**config.mk**
```make
export PLATFORM = sky130hd
export DESIGN_NAME = scs_config_slave
export DESIGN_NICKNAME = d
export VERILOG_FILES = /design/src/scs_pkg.sv /design/src/scs_config_slave.sv
export SDC_FILE = /design/constraint.sdc
export NUM_CORES = 2
export LEC_CHECK = 0
export BUFFER_PORTS_ARGS = -buffer_cell sky130_fd_sc_hd__buf_2
export CAP_MARGIN = 30
export CORE_UTILIZATION = 32
export CTS_CLUSTER_DIAMETER = 40
export DETAILED_ROUTE_END_ITERATION = 8
export PLACE_DENSITY = 0.48
export SLEW_MARGIN = 20
export SYNTH_ARGS = -nofsm -noshare
export SYNTH_HDL_FRONTEND = slang
export SYNTH_SLANG_ARGS = --single-unit
```
**constraint.sdc**
```tcl
create_clock -name clock -period 4.1 [get_ports clock]
set_input_delay 0 -clock clock [delete_from_list [all_inputs] [get_ports clock]]
set_output_delay 0 -clock clock [all_outputs]
set_load 0.03 [all_outputs]
```
**src/scs_pkg.sv**
```systemverilog
// constants and types shared by the configuration serial slave
package scs_pkg;

	// device clock rate and the times derived from it
	localparam int unsigned CLK_MHZ          = 250;
	localparam int unsigned STRAP_WINDOW_US  = 1000;
	localparam int unsigned STRAP_CYCLES     = STRAP_WINDOW_US * CLK_MHZ;
	localparam int unsigned TIMEOUT_MS       = 25;
	localparam int unsigned TIMEOUT_CYCLES   = TIMEOUT_MS * 1000 * CLK_MHZ;
	localparam int unsigned RELEASE_MAX_MS   = 35;
	localparam int unsigned CNT_W            = 23;

	// slave addresses, picked by the address select pin
	localparam logic [6:0] ADDR_LOW          = 7'h2C;
	localparam logic [6:0] ADDR_HIGH         = 7'h2D;

	// register space: low half is the 2.0 set, upper half the 3.0 set
	localparam int unsigned REG_COUNT        = 64;
	localparam logic [7:0] LEGACY_LIMIT      = 8'h20;
	localparam logic [7:0] ADVANCED_LIMIT    = 8'h40;
	localparam logic [7:0] REG_RESET         = 8'h00;

	// block transfer limits and special commands
	localparam int unsigned BLOCK_MAX        = 32;
	localparam logic [5:0] BLOCK_MAX_COUNT   = 6'h20;
	localparam logic [7:0] READ_COUNT        = 8'h20;
	localparam logic [7:0] CMD_CONFIG_DONE   = 8'hFF;

	// reset values of pin drivers and status
	localparam logic       OE_N_RESET        = 1'b1;
	localparam logic       PIN_OUT_RESET     = 1'b0;
	localparam logic       SYNC_RESET        = 1'b1;

	typedef enum logic [2:0] {
		SCS_IDLE    = 3'b000,
		SCS_RX      = 3'b001,
		SCS_RX_ACK  = 3'b011,
		SCS_COMMIT  = 3'b111,
		SCS_TX      = 3'b010,
		SCS_TX_ACK  = 3'b110
	} scs_state_t;

	typedef enum logic [2:0] {
		SCS_PH_ADDR  = 3'b000,
		SCS_PH_CMD   = 3'b001,
		SCS_PH_COUNT = 3'b011,
		SCS_PH_DATA  = 3'b010,
		SCS_PH_READ  = 3'b110
	} scs_phase_t;

endpackage

```
**src/scs_config_slave.sv**
```systemverilog
// two-wire configuration slave with reset straps and init hold-off
// Function
// - enable only if both pins high first millisecond
// - legacy reaches 2.0 set, advanced both sets
// - legacy needs extra pull-up on strap pin
// - mode strap sampled at end of strap window, then fixed
// - enabled: hold init until host says done
// - any pin low: stay disabled, init at once
// - serial writes override one-time-programmable values
// - only block write and block read accepted; only block write changes registers
// - answer only the strapped 7-bit address
// - abort and release after 25 ms clock low
// - reset communication well before 35 ms
// - tolerate stretching, stretch clock when busy
// - start followed by stop returns to idle
// - no alert output, no alert response address
// - hardware reset distinct from bus reset
// - reset ends every transfer at once
// - reset returns every register to default
`timescale 1ns/1ps
`default_nettype none

module scs_config_slave #(
	parameter int unsigned STRAP_WINDOW   = scs_pkg::STRAP_CYCLES,
	parameter int unsigned TIMEOUT_LIMIT  = scs_pkg::TIMEOUT_CYCLES
) (
	input  wire logic       clock,
	input  wire logic       reset_n,
	input  wire logic       cfg_serial_clock_pin_in,
	output var  logic       cfg_serial_clock_pin_out,
	output var  logic       cfg_serial_clock_pin_oe_n,
	input  wire logic       cfg_serial_data_pin_in,
	output var  logic       cfg_serial_data_pin_out,
	output var  logic       cfg_serial_data_pin_oe_n,
	input  wire logic       legacy_strap_pin,
	input  wire logic       addr_select_pin,
	input  wire logic       otp_wr_en,
	input  wire logic [5:0] otp_wr_index,
	input  wire logic [7:0] otp_wr_data,
	input  wire logic [5:0] reg_rd_index,
	output var  logic [7:0] reg_rd_data,
	output var  logic       slave_enabled,
	output var  logic       legacy_mode,
	output var  logic       init_release
);

	// index check shared by commit and read-back paths
	function automatic logic idx_ok(input logic [7:0] idx, input logic legacy);
		idx_ok = legacy ? (idx < scs_pkg::LEGACY_LIMIT) : (idx < scs_pkg::ADVANCED_LIMIT);
	endfunction

	logic [1:0]             scl_sync;
	logic [1:0]             sda_sync;
	logic [1:0]             strap_sync;
	logic [1:0]             asel_sync;
	logic                   scl_d;
	logic                   sda_d;
	logic                   scl_s;
	logic                   sda_s;
	logic                   scl_rise;
	logic                   scl_fall;
	logic                   start_det;
	logic                   stop_det;

	logic [scs_pkg::CNT_W-1:0] strap_cnt;
	logic                   strap_done;
	logic                   both_high;
	logic                   addr_sel;

	logic [scs_pkg::CNT_W-1:0] low_cnt;
	logic                   timeout;

	scs_pkg::scs_state_t    state;
	scs_pkg::scs_phase_t    phase;
	logic [2:0]             bit_cnt;
	logic                   byte_done;
	logic [7:0]             shreg;
	logic [7:0]             tx_sh;
	logic [7:0]             cmd_reg;
	logic                   got_cmd;
	logic [5:0]             count;
	logic [5:0]             data_idx;
	logic [4:0]             commit_i;
	logic                   commit_pend;
	logic                   master_ack;
	logic [7:0]             rd_ptr;

	logic [7:0]             mem [0:scs_pkg::REG_COUNT-1];
	logic                   written [0:scs_pkg::REG_COUNT-1];
	logic [7:0]             blk_buf [0:scs_pkg::BLOCK_MAX-1];

	logic [6:0]             my_addr;
	logic                   rx_byte_end;
	logic                   buf_we;
	logic [7:0]             commit_index;
	logic                   commit_we;
	logic [7:0]             rd_index;
	logic [7:0]             rd_byte;

	// pins pass two flops; the second stage feeds logic, with one more delay flop on the bus lines for edges
	always_ff @(posedge clock or negedge reset_n) begin
		if (!reset_n) begin
			scl_sync   <= {2{scs_pkg::SYNC_RESET}};
			sda_sync   <= {2{scs_pkg::SYNC_RESET}};
			strap_sync <= 2'h0;
			asel_sync  <= 2'h0;
			scl_d      <= scs_pkg::SYNC_RESET;
			sda_d      <= scs_pkg::SYNC_RESET;
		end else begin
			scl_sync   <= {scl_sync[0], cfg_serial_clock_pin_in};
			sda_sync   <= {sda_sync[0], cfg_serial_data_pin_in};
			strap_sync <= {strap_sync[0], legacy_strap_pin};
			asel_sync  <= {asel_sync[0], addr_select_pin};
			scl_d      <= scl_sync[1];
			sda_d      <= sda_sync[1];
		end
	end

	assign scl_s     = scl_sync[1];
	assign sda_s     = sda_sync[1];
	assign scl_rise  = scl_s & ~scl_d;
	assign scl_fall  = ~scl_s & scl_d;
	assign start_det = scl_s & scl_d & sda_d & ~sda_s;
	assign stop_det  = scl_s & scl_d & ~sda_d & sda_s;

	// strap window: bus pins watched for the whole first millisecond, strap pins sampled at its end
	always_ff @(posedge clock or negedge reset_n) begin
		if (!reset_n) begin
			strap_cnt     <= '0;
			strap_done    <= 1'b0;
			both_high     <= 1'b1;
			slave_enabled <= 1'b0;
			legacy_mode   <= 1'b0;
			addr_sel      <= 1'b0;
		end else if (!strap_done) begin
			both_high <= both_high & scl_s & sda_s;
			if (strap_cnt == scs_pkg::CNT_W'(STRAP_WINDOW - 1)) begin
				strap_done    <= 1'b1;
				slave_enabled <= both_high & scl_s & sda_s;
				legacy_mode   <= both_high & scl_s & sda_s & strap_sync[1];
				addr_sel      <= asel_sync[1];
			end else begin
				strap_cnt <= strap_cnt + 1'b1;
			end
		end
	end

	// init held through the strap window, then only while the slave is enabled and not yet told done
	always_ff @(posedge clock or negedge reset_n) begin
		if (!reset_n) begin
			init_release <= 1'b0;
		end else if (strap_done && !slave_enabled) begin
			init_release <= 1'b1;
		end else if (commit_we == 1'b0 && state == scs_pkg::SCS_COMMIT
				&& cmd_reg == scs_pkg::CMD_CONFIG_DONE) begin
			init_release <= 1'b1;
		end
	end

	// clock-low watchdog; our own stretch is short and never trips it
	always_ff @(posedge clock or negedge reset_n) begin
		if (!reset_n) begin
			low_cnt <= '0;
			timeout <= 1'b0;
		end else if (scl_s) begin
			low_cnt <= '0;
			timeout <= 1'b0;
		end else if (low_cnt == scs_pkg::CNT_W'(TIMEOUT_LIMIT - 1)) begin
			low_cnt <= '0;
			timeout <= 1'b1;
		end else begin
			low_cnt <= low_cnt + 1'b1;
			timeout <= 1'b0;
		end
	end

	assign my_addr      = addr_sel ? scs_pkg::ADDR_HIGH : scs_pkg::ADDR_LOW;
	assign rx_byte_end  = (state == scs_pkg::SCS_RX) && scl_fall && byte_done;
	assign buf_we       = rx_byte_end && phase == scs_pkg::SCS_PH_DATA && data_idx < count;
	assign commit_index = cmd_reg + {3'h0, commit_i};
	assign commit_we    = (state == scs_pkg::SCS_COMMIT) && idx_ok(commit_index, legacy_mode);
	assign rd_index     = cmd_reg + rd_ptr;
	assign rd_byte      = idx_ok(rd_index, legacy_mode) ? mem[rd_index[5:0]] : 8'h00;

	// protocol engine
	always_ff @(posedge clock or negedge reset_n) begin
		if (!reset_n) begin
			state       <= scs_pkg::SCS_IDLE;
			phase       <= scs_pkg::SCS_PH_ADDR;
			bit_cnt     <= 3'h0;
			byte_done   <= 1'b0;
			shreg       <= 8'h00;
			tx_sh       <= 8'h00;
			cmd_reg     <= 8'h00;
			got_cmd     <= 1'b0;
			count       <= 6'h00;
			data_idx    <= 6'h00;
			commit_i    <= 5'h00;
			commit_pend <= 1'b0;
			master_ack  <= 1'b0;
			rd_ptr      <= 8'h00;
			cfg_serial_data_pin_oe_n  <= scs_pkg::OE_N_RESET;
			cfg_serial_clock_pin_oe_n <= scs_pkg::OE_N_RESET;
		end else if (!slave_enabled || timeout || stop_det) begin
			state       <= scs_pkg::SCS_IDLE;
			got_cmd     <= 1'b0;
			commit_pend <= 1'b0;
			cfg_serial_data_pin_oe_n  <= 1'b1;
			cfg_serial_clock_pin_oe_n <= 1'b1;
		end else if (start_det && state != scs_pkg::SCS_COMMIT) begin
			state     <= scs_pkg::SCS_RX;
			phase     <= scs_pkg::SCS_PH_ADDR;
			bit_cnt   <= 3'h0;
			byte_done <= 1'b0;
			cfg_serial_data_pin_oe_n <= 1'b1;
		end else begin
			unique case (state)
				scs_pkg::SCS_IDLE: begin
				end
				scs_pkg::SCS_RX: begin
					if (scl_rise) begin
						shreg   <= {shreg[6:0], sda_s};
						bit_cnt <= bit_cnt + 1'b1;
						if (bit_cnt == 3'h7) begin
							byte_done <= 1'b1;
						end
					end else if (rx_byte_end) begin
						byte_done <= 1'b0;
						state     <= scs_pkg::SCS_IDLE;
						unique case (phase)
							scs_pkg::SCS_PH_ADDR: begin
								if (shreg[7:1] == my_addr && !shreg[0]) begin
									phase <= scs_pkg::SCS_PH_CMD;
									state <= scs_pkg::SCS_RX_ACK;
									cfg_serial_data_pin_oe_n <= 1'b0;
								end else if (shreg[7:1] == my_addr && got_cmd) begin
									phase  <= scs_pkg::SCS_PH_READ;
									rd_ptr <= 8'h00;
									state  <= scs_pkg::SCS_RX_ACK;
									cfg_serial_data_pin_oe_n <= 1'b0;
								end
							end
							scs_pkg::SCS_PH_CMD: begin
								cmd_reg <= shreg;
								got_cmd <= 1'b1;
								phase   <= scs_pkg::SCS_PH_COUNT;
								state   <= scs_pkg::SCS_RX_ACK;
								cfg_serial_data_pin_oe_n <= 1'b0;
							end
							scs_pkg::SCS_PH_COUNT: begin
								if (shreg != 8'h00 && shreg <= {2'h0, scs_pkg::BLOCK_MAX_COUNT}) begin
									count    <= shreg[5:0];
									data_idx <= 6'h00;
									phase    <= scs_pkg::SCS_PH_DATA;
									state    <= scs_pkg::SCS_RX_ACK;
									cfg_serial_data_pin_oe_n <= 1'b0;
								end
							end
							scs_pkg::SCS_PH_DATA: begin
								if (buf_we) begin
									data_idx <= data_idx + 1'b1;
									commit_pend <= (data_idx + 1'b1 == count);
									state <= scs_pkg::SCS_RX_ACK;
									cfg_serial_data_pin_oe_n <= 1'b0;
								end
							end
							default: begin
							end
						endcase
					end
				end
				scs_pkg::SCS_RX_ACK: begin
					if (scl_fall) begin
						bit_cnt <= 3'h0;
						if (phase == scs_pkg::SCS_PH_READ) begin
							tx_sh <= scs_pkg::READ_COUNT;
							state <= scs_pkg::SCS_TX;
							cfg_serial_data_pin_oe_n <= scs_pkg::READ_COUNT[7];
						end else if (commit_pend) begin
							commit_i <= 5'h00;
							state    <= scs_pkg::SCS_COMMIT;
							cfg_serial_data_pin_oe_n  <= 1'b1;
							cfg_serial_clock_pin_oe_n <= 1'b0;
						end else begin
							state <= scs_pkg::SCS_RX;
							cfg_serial_data_pin_oe_n <= 1'b1;
						end
					end
				end
				scs_pkg::SCS_COMMIT: begin
					commit_i <= commit_i + 1'b1;
					if ({1'b0, commit_i} == count - 1'b1) begin
						commit_pend <= 1'b0;
						state       <= scs_pkg::SCS_RX;
						cfg_serial_clock_pin_oe_n <= 1'b1;
					end
				end
				scs_pkg::SCS_TX: begin
					if (scl_fall) begin
						if (bit_cnt == 3'h7) begin
							bit_cnt <= 3'h0;
							state   <= scs_pkg::SCS_TX_ACK;
							cfg_serial_data_pin_oe_n <= 1'b1;
						end else begin
							bit_cnt <= bit_cnt + 1'b1;
							tx_sh   <= {tx_sh[6:0], 1'b0};
							cfg_serial_data_pin_oe_n <= tx_sh[6];
						end
					end
				end
				scs_pkg::SCS_TX_ACK: begin
					if (scl_rise) begin
						master_ack <= ~sda_s;
					end else if (scl_fall) begin
						if (master_ack) begin
							tx_sh  <= rd_byte;
							rd_ptr <= rd_ptr + 1'b1;
							state  <= scs_pkg::SCS_TX;
							cfg_serial_data_pin_oe_n <= rd_byte[7];
						end else begin
							state <= scs_pkg::SCS_IDLE;
						end
					end
				end
				default: begin
					state <= scs_pkg::SCS_IDLE;
				end
			endcase
		end
	end

	// staging buffer: nothing lands in registers until the block is complete
	always_ff @(posedge clock) begin
		if (buf_we) begin
			blk_buf[data_idx[4:0]] <= shreg;
		end
	end

	// register file; serial writes mark an entry so later otp loads skip it
	always_ff @(posedge clock or negedge reset_n) begin
		if (!reset_n) begin
			for (int i = 0; i < scs_pkg::REG_COUNT; i++) begin
				mem[i]     <= scs_pkg::REG_RESET;
				written[i] <= 1'b0;
			end
		end else if (commit_we) begin
			mem[commit_index[5:0]]     <= blk_buf[commit_i];
			written[commit_index[5:0]] <= 1'b1;
		end else if (otp_wr_en && !written[otp_wr_index]) begin
			mem[otp_wr_index] <= otp_wr_data;
		end
	end

	always_ff @(posedge clock or negedge reset_n) begin
		if (!reset_n) begin
			reg_rd_data              <= scs_pkg::REG_RESET;
			cfg_serial_data_pin_out  <= scs_pkg::PIN_OUT_RESET;
			cfg_serial_clock_pin_out <= scs_pkg::PIN_OUT_RESET;
		end else begin
			reg_rd_data              <= mem[reg_rd_index];
			cfg_serial_data_pin_out  <= scs_pkg::PIN_OUT_RESET;
			cfg_serial_clock_pin_out <= scs_pkg::PIN_OUT_RESET;
		end
	end

endmodule // scs_config_slave

`default_nettype wire

```
== Word-level counts from Yosys, hierarchy flattened ==
Memory sizes are Yosys's and may differ from the RTL's.
Cells that the tools add are included.
Storage, ports and cells
  register bits: 710
  latch bits: 0
  memory bits (writable): 256
  memory bits (read-only): 0
  output and inout bits: 15
  word-level logic and storage cells: 462
  memories: 1
Cells by class
  $add $sub $neg: 9
  multipliers: 0
  divide/modulo/power cells: 0
  $lt $le $gt $ge: 12
  equal/unequal tests: 64
  shift operators: 0
  multiplexer cells: 133
  bitwise operators: 25
  reduce and logical (&&, ||, !) cells: 58
Memories
  blk_buf: depth 32, width 8, read ports 1, clocked after memory_dff 0, write ports 1, RTL line scs_config_slave.sv:90  | logic [7:0] blk_buf [0:scs_pkg::BLOCK_MAX-1];
Operators with widths (number)
  $bwmux W512: 2
  $mux W512: 2
  $mux W8: 15
  $bmux W8 S6: 2
  $demux W8 S6: 2
  $mux W3: 24
  $or A64 B64 Y64: 1
  $mux W1: 53
  $mux W7: 7
  $add A23 B1 Y23 const B: 2
  $mux W23: 2
  $ne A2 B2 Y1 const B: 15
  $ge A7 B7 Y1 const B: 4
  $ne A4 B4 Y1 const B: 7
  $not A6 Y7: 4
  $ne A3 B3 Y1 const B: 8
  $eq A23 B18 Y1 const B: 1
  $eq A23 B23 Y1 const B: 1
  $pmux W7 S3: 1
  $reduce_and A7 Y1: 3
  $reduce_bool A2 Y1: 10
  $pmux W3 S3: 2
  $pmux W3 S6: 1
  $reduce_and A6 Y1: 3
  other kinds (57): 129

== Depth between registers and ports, before layout ==
  depth in word-level cells: 13
  depth in mapped cells: 16
  mapped depth without buffers: 11

== Worst setup path before layout ==
OpenSTA, ideal clock, no wires.
  kind: register to register
  from: register commit_i[1]
  to: register mem[87] in the netlist's numbering
  arrival time: 3776 ps
  data required time: 3974 ps
  slack: 198 ps
  cell stages (with the launch flop): 14
  period minus slack after synthesis: 3902 ps
  cell sequence: dfrtp_1 -> buf_2 -> buf_2 -> buf_2 -> inv_1 -> fa_1 -> nand2b_1 -> o2bb2ai_1 -> xnor2_2 -> or2_2 -> buf_2 -> nor4_2 -> o22ai_2 -> a221o_1
On the way
  longest elaborated chain between the ends: 8
RTL lines
  start, declared: RTL line scs_config_slave.sv:83  | logic [4:0] commit_i;
  start signal, assigned: RTL line scs_config_slave.sv:291  | commit_i <= commit_i + 1'b1;
  $add A8 B5 Y8: RTL line scs_config_slave.sv:180  | assign commit_index = cmd_reg + {3'h0, commit_i};
  $not A6 Y7 (implied by the code): RTL line scs_config_slave.sv:347  | mem[commit_index[5:0]] <= blk_buf[commit_i];
  $ge A7 B7 Y1 (implied by the code) or $lt A7 B1 Y1 (tied branches): RTL line scs_config_slave.sv:347
  $logic_and A1 B1 Y1 (implied by the code): RTL line scs_config_slave.sv:347
  $mux W8 (implied by the code): RTL line scs_config_slave.sv:347
  $demux W8 S6: RTL line scs_config_slave.sv:347
  $bwmux W512: RTL line scs_config_slave.sv:347
  $mux W512: RTL line scs_config_slave.sv:346  | end else if (commit_we) begin
  end signal, assigned by index: RTL line scs_config_slave.sv:343  | mem[i] <= scs_pkg::REG_RESET;
  end signal, assigned by index: RTL line scs_config_slave.sv:347
  end signal, assigned by index: RTL line scs_config_slave.sv:350  | mem[otp_wr_index] <= otp_wr_data;
  end, declared: RTL line scs_config_slave.sv:88  | logic [7:0] mem [0:scs_pkg::REG_COUNT-1];
Parallel ways exist; a longest one is shown, timed or not.
A chain may end at the register's enable or synchronous reset.

== Worst setup path after layout ==
  from: register rd_ptr[0]
  to: register tx_sh[0]
On the way
  longest elaborated chain between the ends: 10
RTL lines
  start, declared: RTL line scs_config_slave.sv:86  | logic [7:0] rd_ptr;
  start signal, assigned: RTL line scs_config_slave.sv:317  | rd_ptr <= rd_ptr + 1'b1;
  $add A8 B8 Y8 *: RTL line scs_config_slave.sv:182  | assign rd_index = cmd_reg + rd_ptr;
  $not A6 Y7 (implied by the code): RTL line scs_config_slave.sv:183  | assign rd_byte = idx_ok(rd_index, legacy_mode) ? mem[rd_index[5:0]] : 8'h00;
  $bmux W8 S6: RTL line scs_config_slave.sv:183
  $mux W8 (implied by the code) (2 in a row): RTL line scs_config_slave.sv:183
  $mux W8 *: RTL line scs_config_slave.sv:183
  $mux W7 *: RTL line scs_config_slave.sv:315  | if (master_ack) begin
  $mux W7 *: RTL line scs_config_slave.sv:314  | end else if (scl_fall) begin
  $mux W7 *: RTL line scs_config_slave.sv:312  | if (scl_rise) begin
  $pmux W7 S3 *: RTL line scs_config_slave.sv:217  | unique case (state)
  end signal, assigned: RTL line scs_config_slave.sv:276  | tx_sh <= scs_pkg::READ_COUNT;
  end signal, assigned: RTL line scs_config_slave.sv:306  | tx_sh <= {tx_sh[6:0], 1'b0};
  end signal, assigned: RTL line scs_config_slave.sv:316  | tx_sh <= rd_byte;
  end, declared: RTL line scs_config_slave.sv:78  | logic [7:0] tx_sh;
Every way passes the cells marked *; elsewhere a longest branch is shown, timed or not. The select of a mux whose other input is x is not followed.

==> results_dict.tcl <==
set metrics [dict create \
    pin_count 42 \
    maxCapViolCount 0 \
    wl_um 214000 \
    worstPathCellList "ha_4 -> inv_1 -> fa_4 -> buf_12 -> mux4_2 -> mux4_2 -> mux2_2 -> a21oi_1 -> o21ai_0" \
    fmax_ghz 0.255 \
    yosys_warnings 0 \
    viasPerCell 6.21 \
    cp-end-kind "flip-flop" \
    core_area_um2 159000 \
    syn_avg_cell_area_um2 12.4 \
    tightest_slew_ns 1.02 \
    cp_data_arrival_time_ns 4.60 \
    rsz0062_at_grt "false" \
    cts_tree "built" \
    vias 41000 \
    drc 0 \
    grt_overflow 0 \
    drt_iter0_drc 4776 \
    clock_skew_ns 0.0497 \
    ys.flop_type "dfrtp_1" \
    h-tree-depth 4 \
    dr.pass1.iters 6 \
    dpl.hpwl_um 147000 \
    status "finished, final reports clean" \
    fin_crit_ns 3.92 \
    grt_pass1_vias 40100 \
    ys_seq_area_frac 0.497 \
    setup_viol 0 \
    nets 4444 \
    die_w_um 402 \
    worstReg2RegEnd "tx_sh[0]" \
    synthesis.area_um2 51300 \
    min-delay-start "reg_rd_index[3]" \
    hp-class "input port to flip-flop" \
    cts.clk_slew.worst_paths_ns 0.06 \
    r2r_start "rd_ptr[0]" \
    cts_inserted_buffers 164 \
    ys_async_sr_fraction 0.735 \
    cp-startpoint "rd_ptr[0]" \
    worstSetupEndpoint "tx_sh[0]" \
    ant_nets 0 \
    critical_path_class "flip-flop to flip-flop" \
    port_buffers 39 \
    max_stage_delay_ns 0.85 \
    p_sw_frac 0.271 \
    power.internal_mw 21.7 \
    wl_per_cell_um 32.5 \
    final_max_slew_viol_count 0 \
    synth-seq-cells 966 \
    cp_common_cell "mux4_2" \
    hold_violations 0 \
    critPathMaxFanout 49 \
    fin_crit_sh 0.956 \
    seqPwrFrac 0.389 \
    start_util 0.323 \
    cts_sinks 966 \
    antenna_found_initial 18 \
    gp_congestion 1.01 \
    cts_buffer_depth 3 \
    ys_types 100 \
    final_common_cell "dfrtp_1" \
    utilization 0.394 \
    power_density_nw_per_um2 475 \
    root_buffer "clkbuf_16" \
    synth_edf_count 256 \
    largest_reg_flops 512 \
    crit_required_ns 4.77 \
    final_cell_mix "699 x dfrtp_1, 528 x nand2_1, 399 x mux4_2" \
    dieHeight_um 402 \
    cpMaxStageDelayCell "fa_4" \
    switching_power_mw 8.05 \
    cp-start-kind "flip-flop" \
    p_clk_frac 0.494 \
    relSlewSlack 0.319 \
    grt_pass1_wl_um 308000 \
    clk_latency_ns 0.83 \
    drive_gt1_frac 0.272 \
    ir_drop_mv 0.351 \
    top_register "mem" \
    placementRows 146 \
    whs_ns 0.0791 \
    syn_inst 4129 \
    layout-area-overhead-vs-synth_pct 21.9 \
    r2r_slack_ns 0.18 \
    track_usage 0.263 \
    combPwrFrac 0.117 \
    fin_setup_tns_ns 0 \
    p_leak_nw 23.8 \
    grt_max_degree 116 \
    die_area_um2 162000 \
    postCtsResizedCells 0 \
    r2r_cells 9 \
]
[metrics by stage]
| step | instance area (um2) | instances | power, mW | worst slack, ns |
|---|---|---|---|---|
| after floorplan | 51300 | 4130 | 13.5 | 0.198 |
| after global placement | 56200 | 6261 | 15.0 | 0.0991 |
| after detailed placement | 56300 | 6263 | 15.1 | 0.0886 |
| after CTS | 62500 | 6591 | 29.8 | 0.0683 |
| after global routing | 62500 | 6593 | 30.6 | 0.0666 |
| final | 62500 | 6602 | 29.7 | 0.179 |
[Yosys cell counts, types with 9 or more instances]
cell type	number	share of area
and2_1	31	0.0038
buf_1	39	0.0029
o211ai_1	89	0.013
a221o_1	144	0.028
o22ai_1	89	0.011
nor2_1	274	0.020
o21ai_0	83	0.0081
o221ai_1	171	0.029
nor3_1	38	0.0037
nand3_2	10	0.0020
buf_2	60	0.0059
xor2_1	31	0.0053
a21oi_1	75	0.0073
nor2b_1	19	0.0023
o2bb2ai_1	16	0.0027
o31ai_1	12	0.0018
a21o_1	99	0.014
nor4_1	9	0.0011
or2_2	39	0.0048
a2111oi_0	19	0.0032
mux2i_1	40	0.0078
a22oi_1	23	0.0034
or3_1	10	0.0012
a22o_1	9	0.0015
mux4_2	399	0.18
nand2b_1	51	0.0062
inv_1	43	0.0031
nand3b_1	11	0.0016
mux2_2	35	0.0077
a31oi_1	11	0.0013
nand4_1	32	0.0039
xnor2_1	36	0.0061
ha_1	29	0.0071
buf_4	14	0.0020
and3_1	41	0.0050
edfxtp_1	256	0.15
a2bb2oi_1	13	0.0022
o21ai_1	9	0.00088
dfstp_2	9	0.0046
dfrtp_1	701	0.34
nand2_1	528	0.039
nand3_1	139	0.014
clkbuf_1	202	0.015
[power groups by stage]
stage                     registers (mW)  logic (mW)  clock network (mW)
after CTS                           11.5        3.43                14.9
after global placement              11.7        3.35                   0
after floorplan                     11.4        2.09                   0
final                               11.6        3.47                14.7
after detailed placement            11.7        3.39                   0
after global routing                11.7        3.64                15.3
[layout make-up]
| class | count | area, um2 |
|---|---|---|
| flip-flops and latches | 966 | 25500 |
| clock inverters | 100 | 1500 |
| diodes | 9 | 22.5 |
| inverters | 46 | 173 |
| fillers | 14900 | 96200 |
| clock buffers | 201 | 4420 |
| repair buffers | 409 | 3840 |
| well taps | 2072 | 2590 |
| multi-input cells | 2799 | 24500 |
[worst min-delay path by stage]
stage	endpoint	slack, ns	cells past startpoint
2_1_floorplan	addr_sel	-0.30	0
3_3_place_gp	mem[236]	0.07	1
3_5_place_dp	mem[236]	0.07	1
4_1_cts	mem[478]	0.02	5
5_1_grt	reg_rd_data[4]	0.08	3
6_report	reg_rd_data[4]	0.08	3
[repair_timing]
action / 4_1_cts / 5_1_grt
setup buffers: 0 / 0
endpoints found under the setup margin: 0 / 0
hold endpoints to repair: 798 / 0
hold buffers: 27 / 0
[worst max-delay path: cells and delay by family, from the launching register on]
family	cells	cell delay [ns]
AO/OA/AOI/OAI	2	0.46
adder cells (fa/ha/maj)	2	1.02
buffers and inverters	2	0.39
flip-flops	1	0.47
multiplexers	3	1.36
[cell families after synthesis]
logic type | Yosys count | share of synthesized area
multiplexers | 475 | 0.191
AND/OR/NAND/NOR | 1277 | 0.117
other | 1 | 0.0000731
buffers and inverters | 365 | 0.0298
adder cells (fa/ha/maj) | 31 | 0.00786
flip-flops | 966 | 0.497
AO/OA/AOI/OAI | 946 | 0.146
XOR/XNOR | 68 | 0.0118
[metal layers]
| layer | global-route usage | vias to the layer above | part of all wire |
|---|---|---|---|
| li1 | - | 16800 | - |
| met1 | 0.354 | 21400 | 0.41 |
| met2 | 0.393 | 2292 | 0.45 |
| met3 | 0.0716 | 515 | 0.096 |
| met4 | 0.126 | 18 | 0.051 |
| met5 | 0 | - | 0.00050 |
Note: power is estimated with default switching activity, not from simulation.
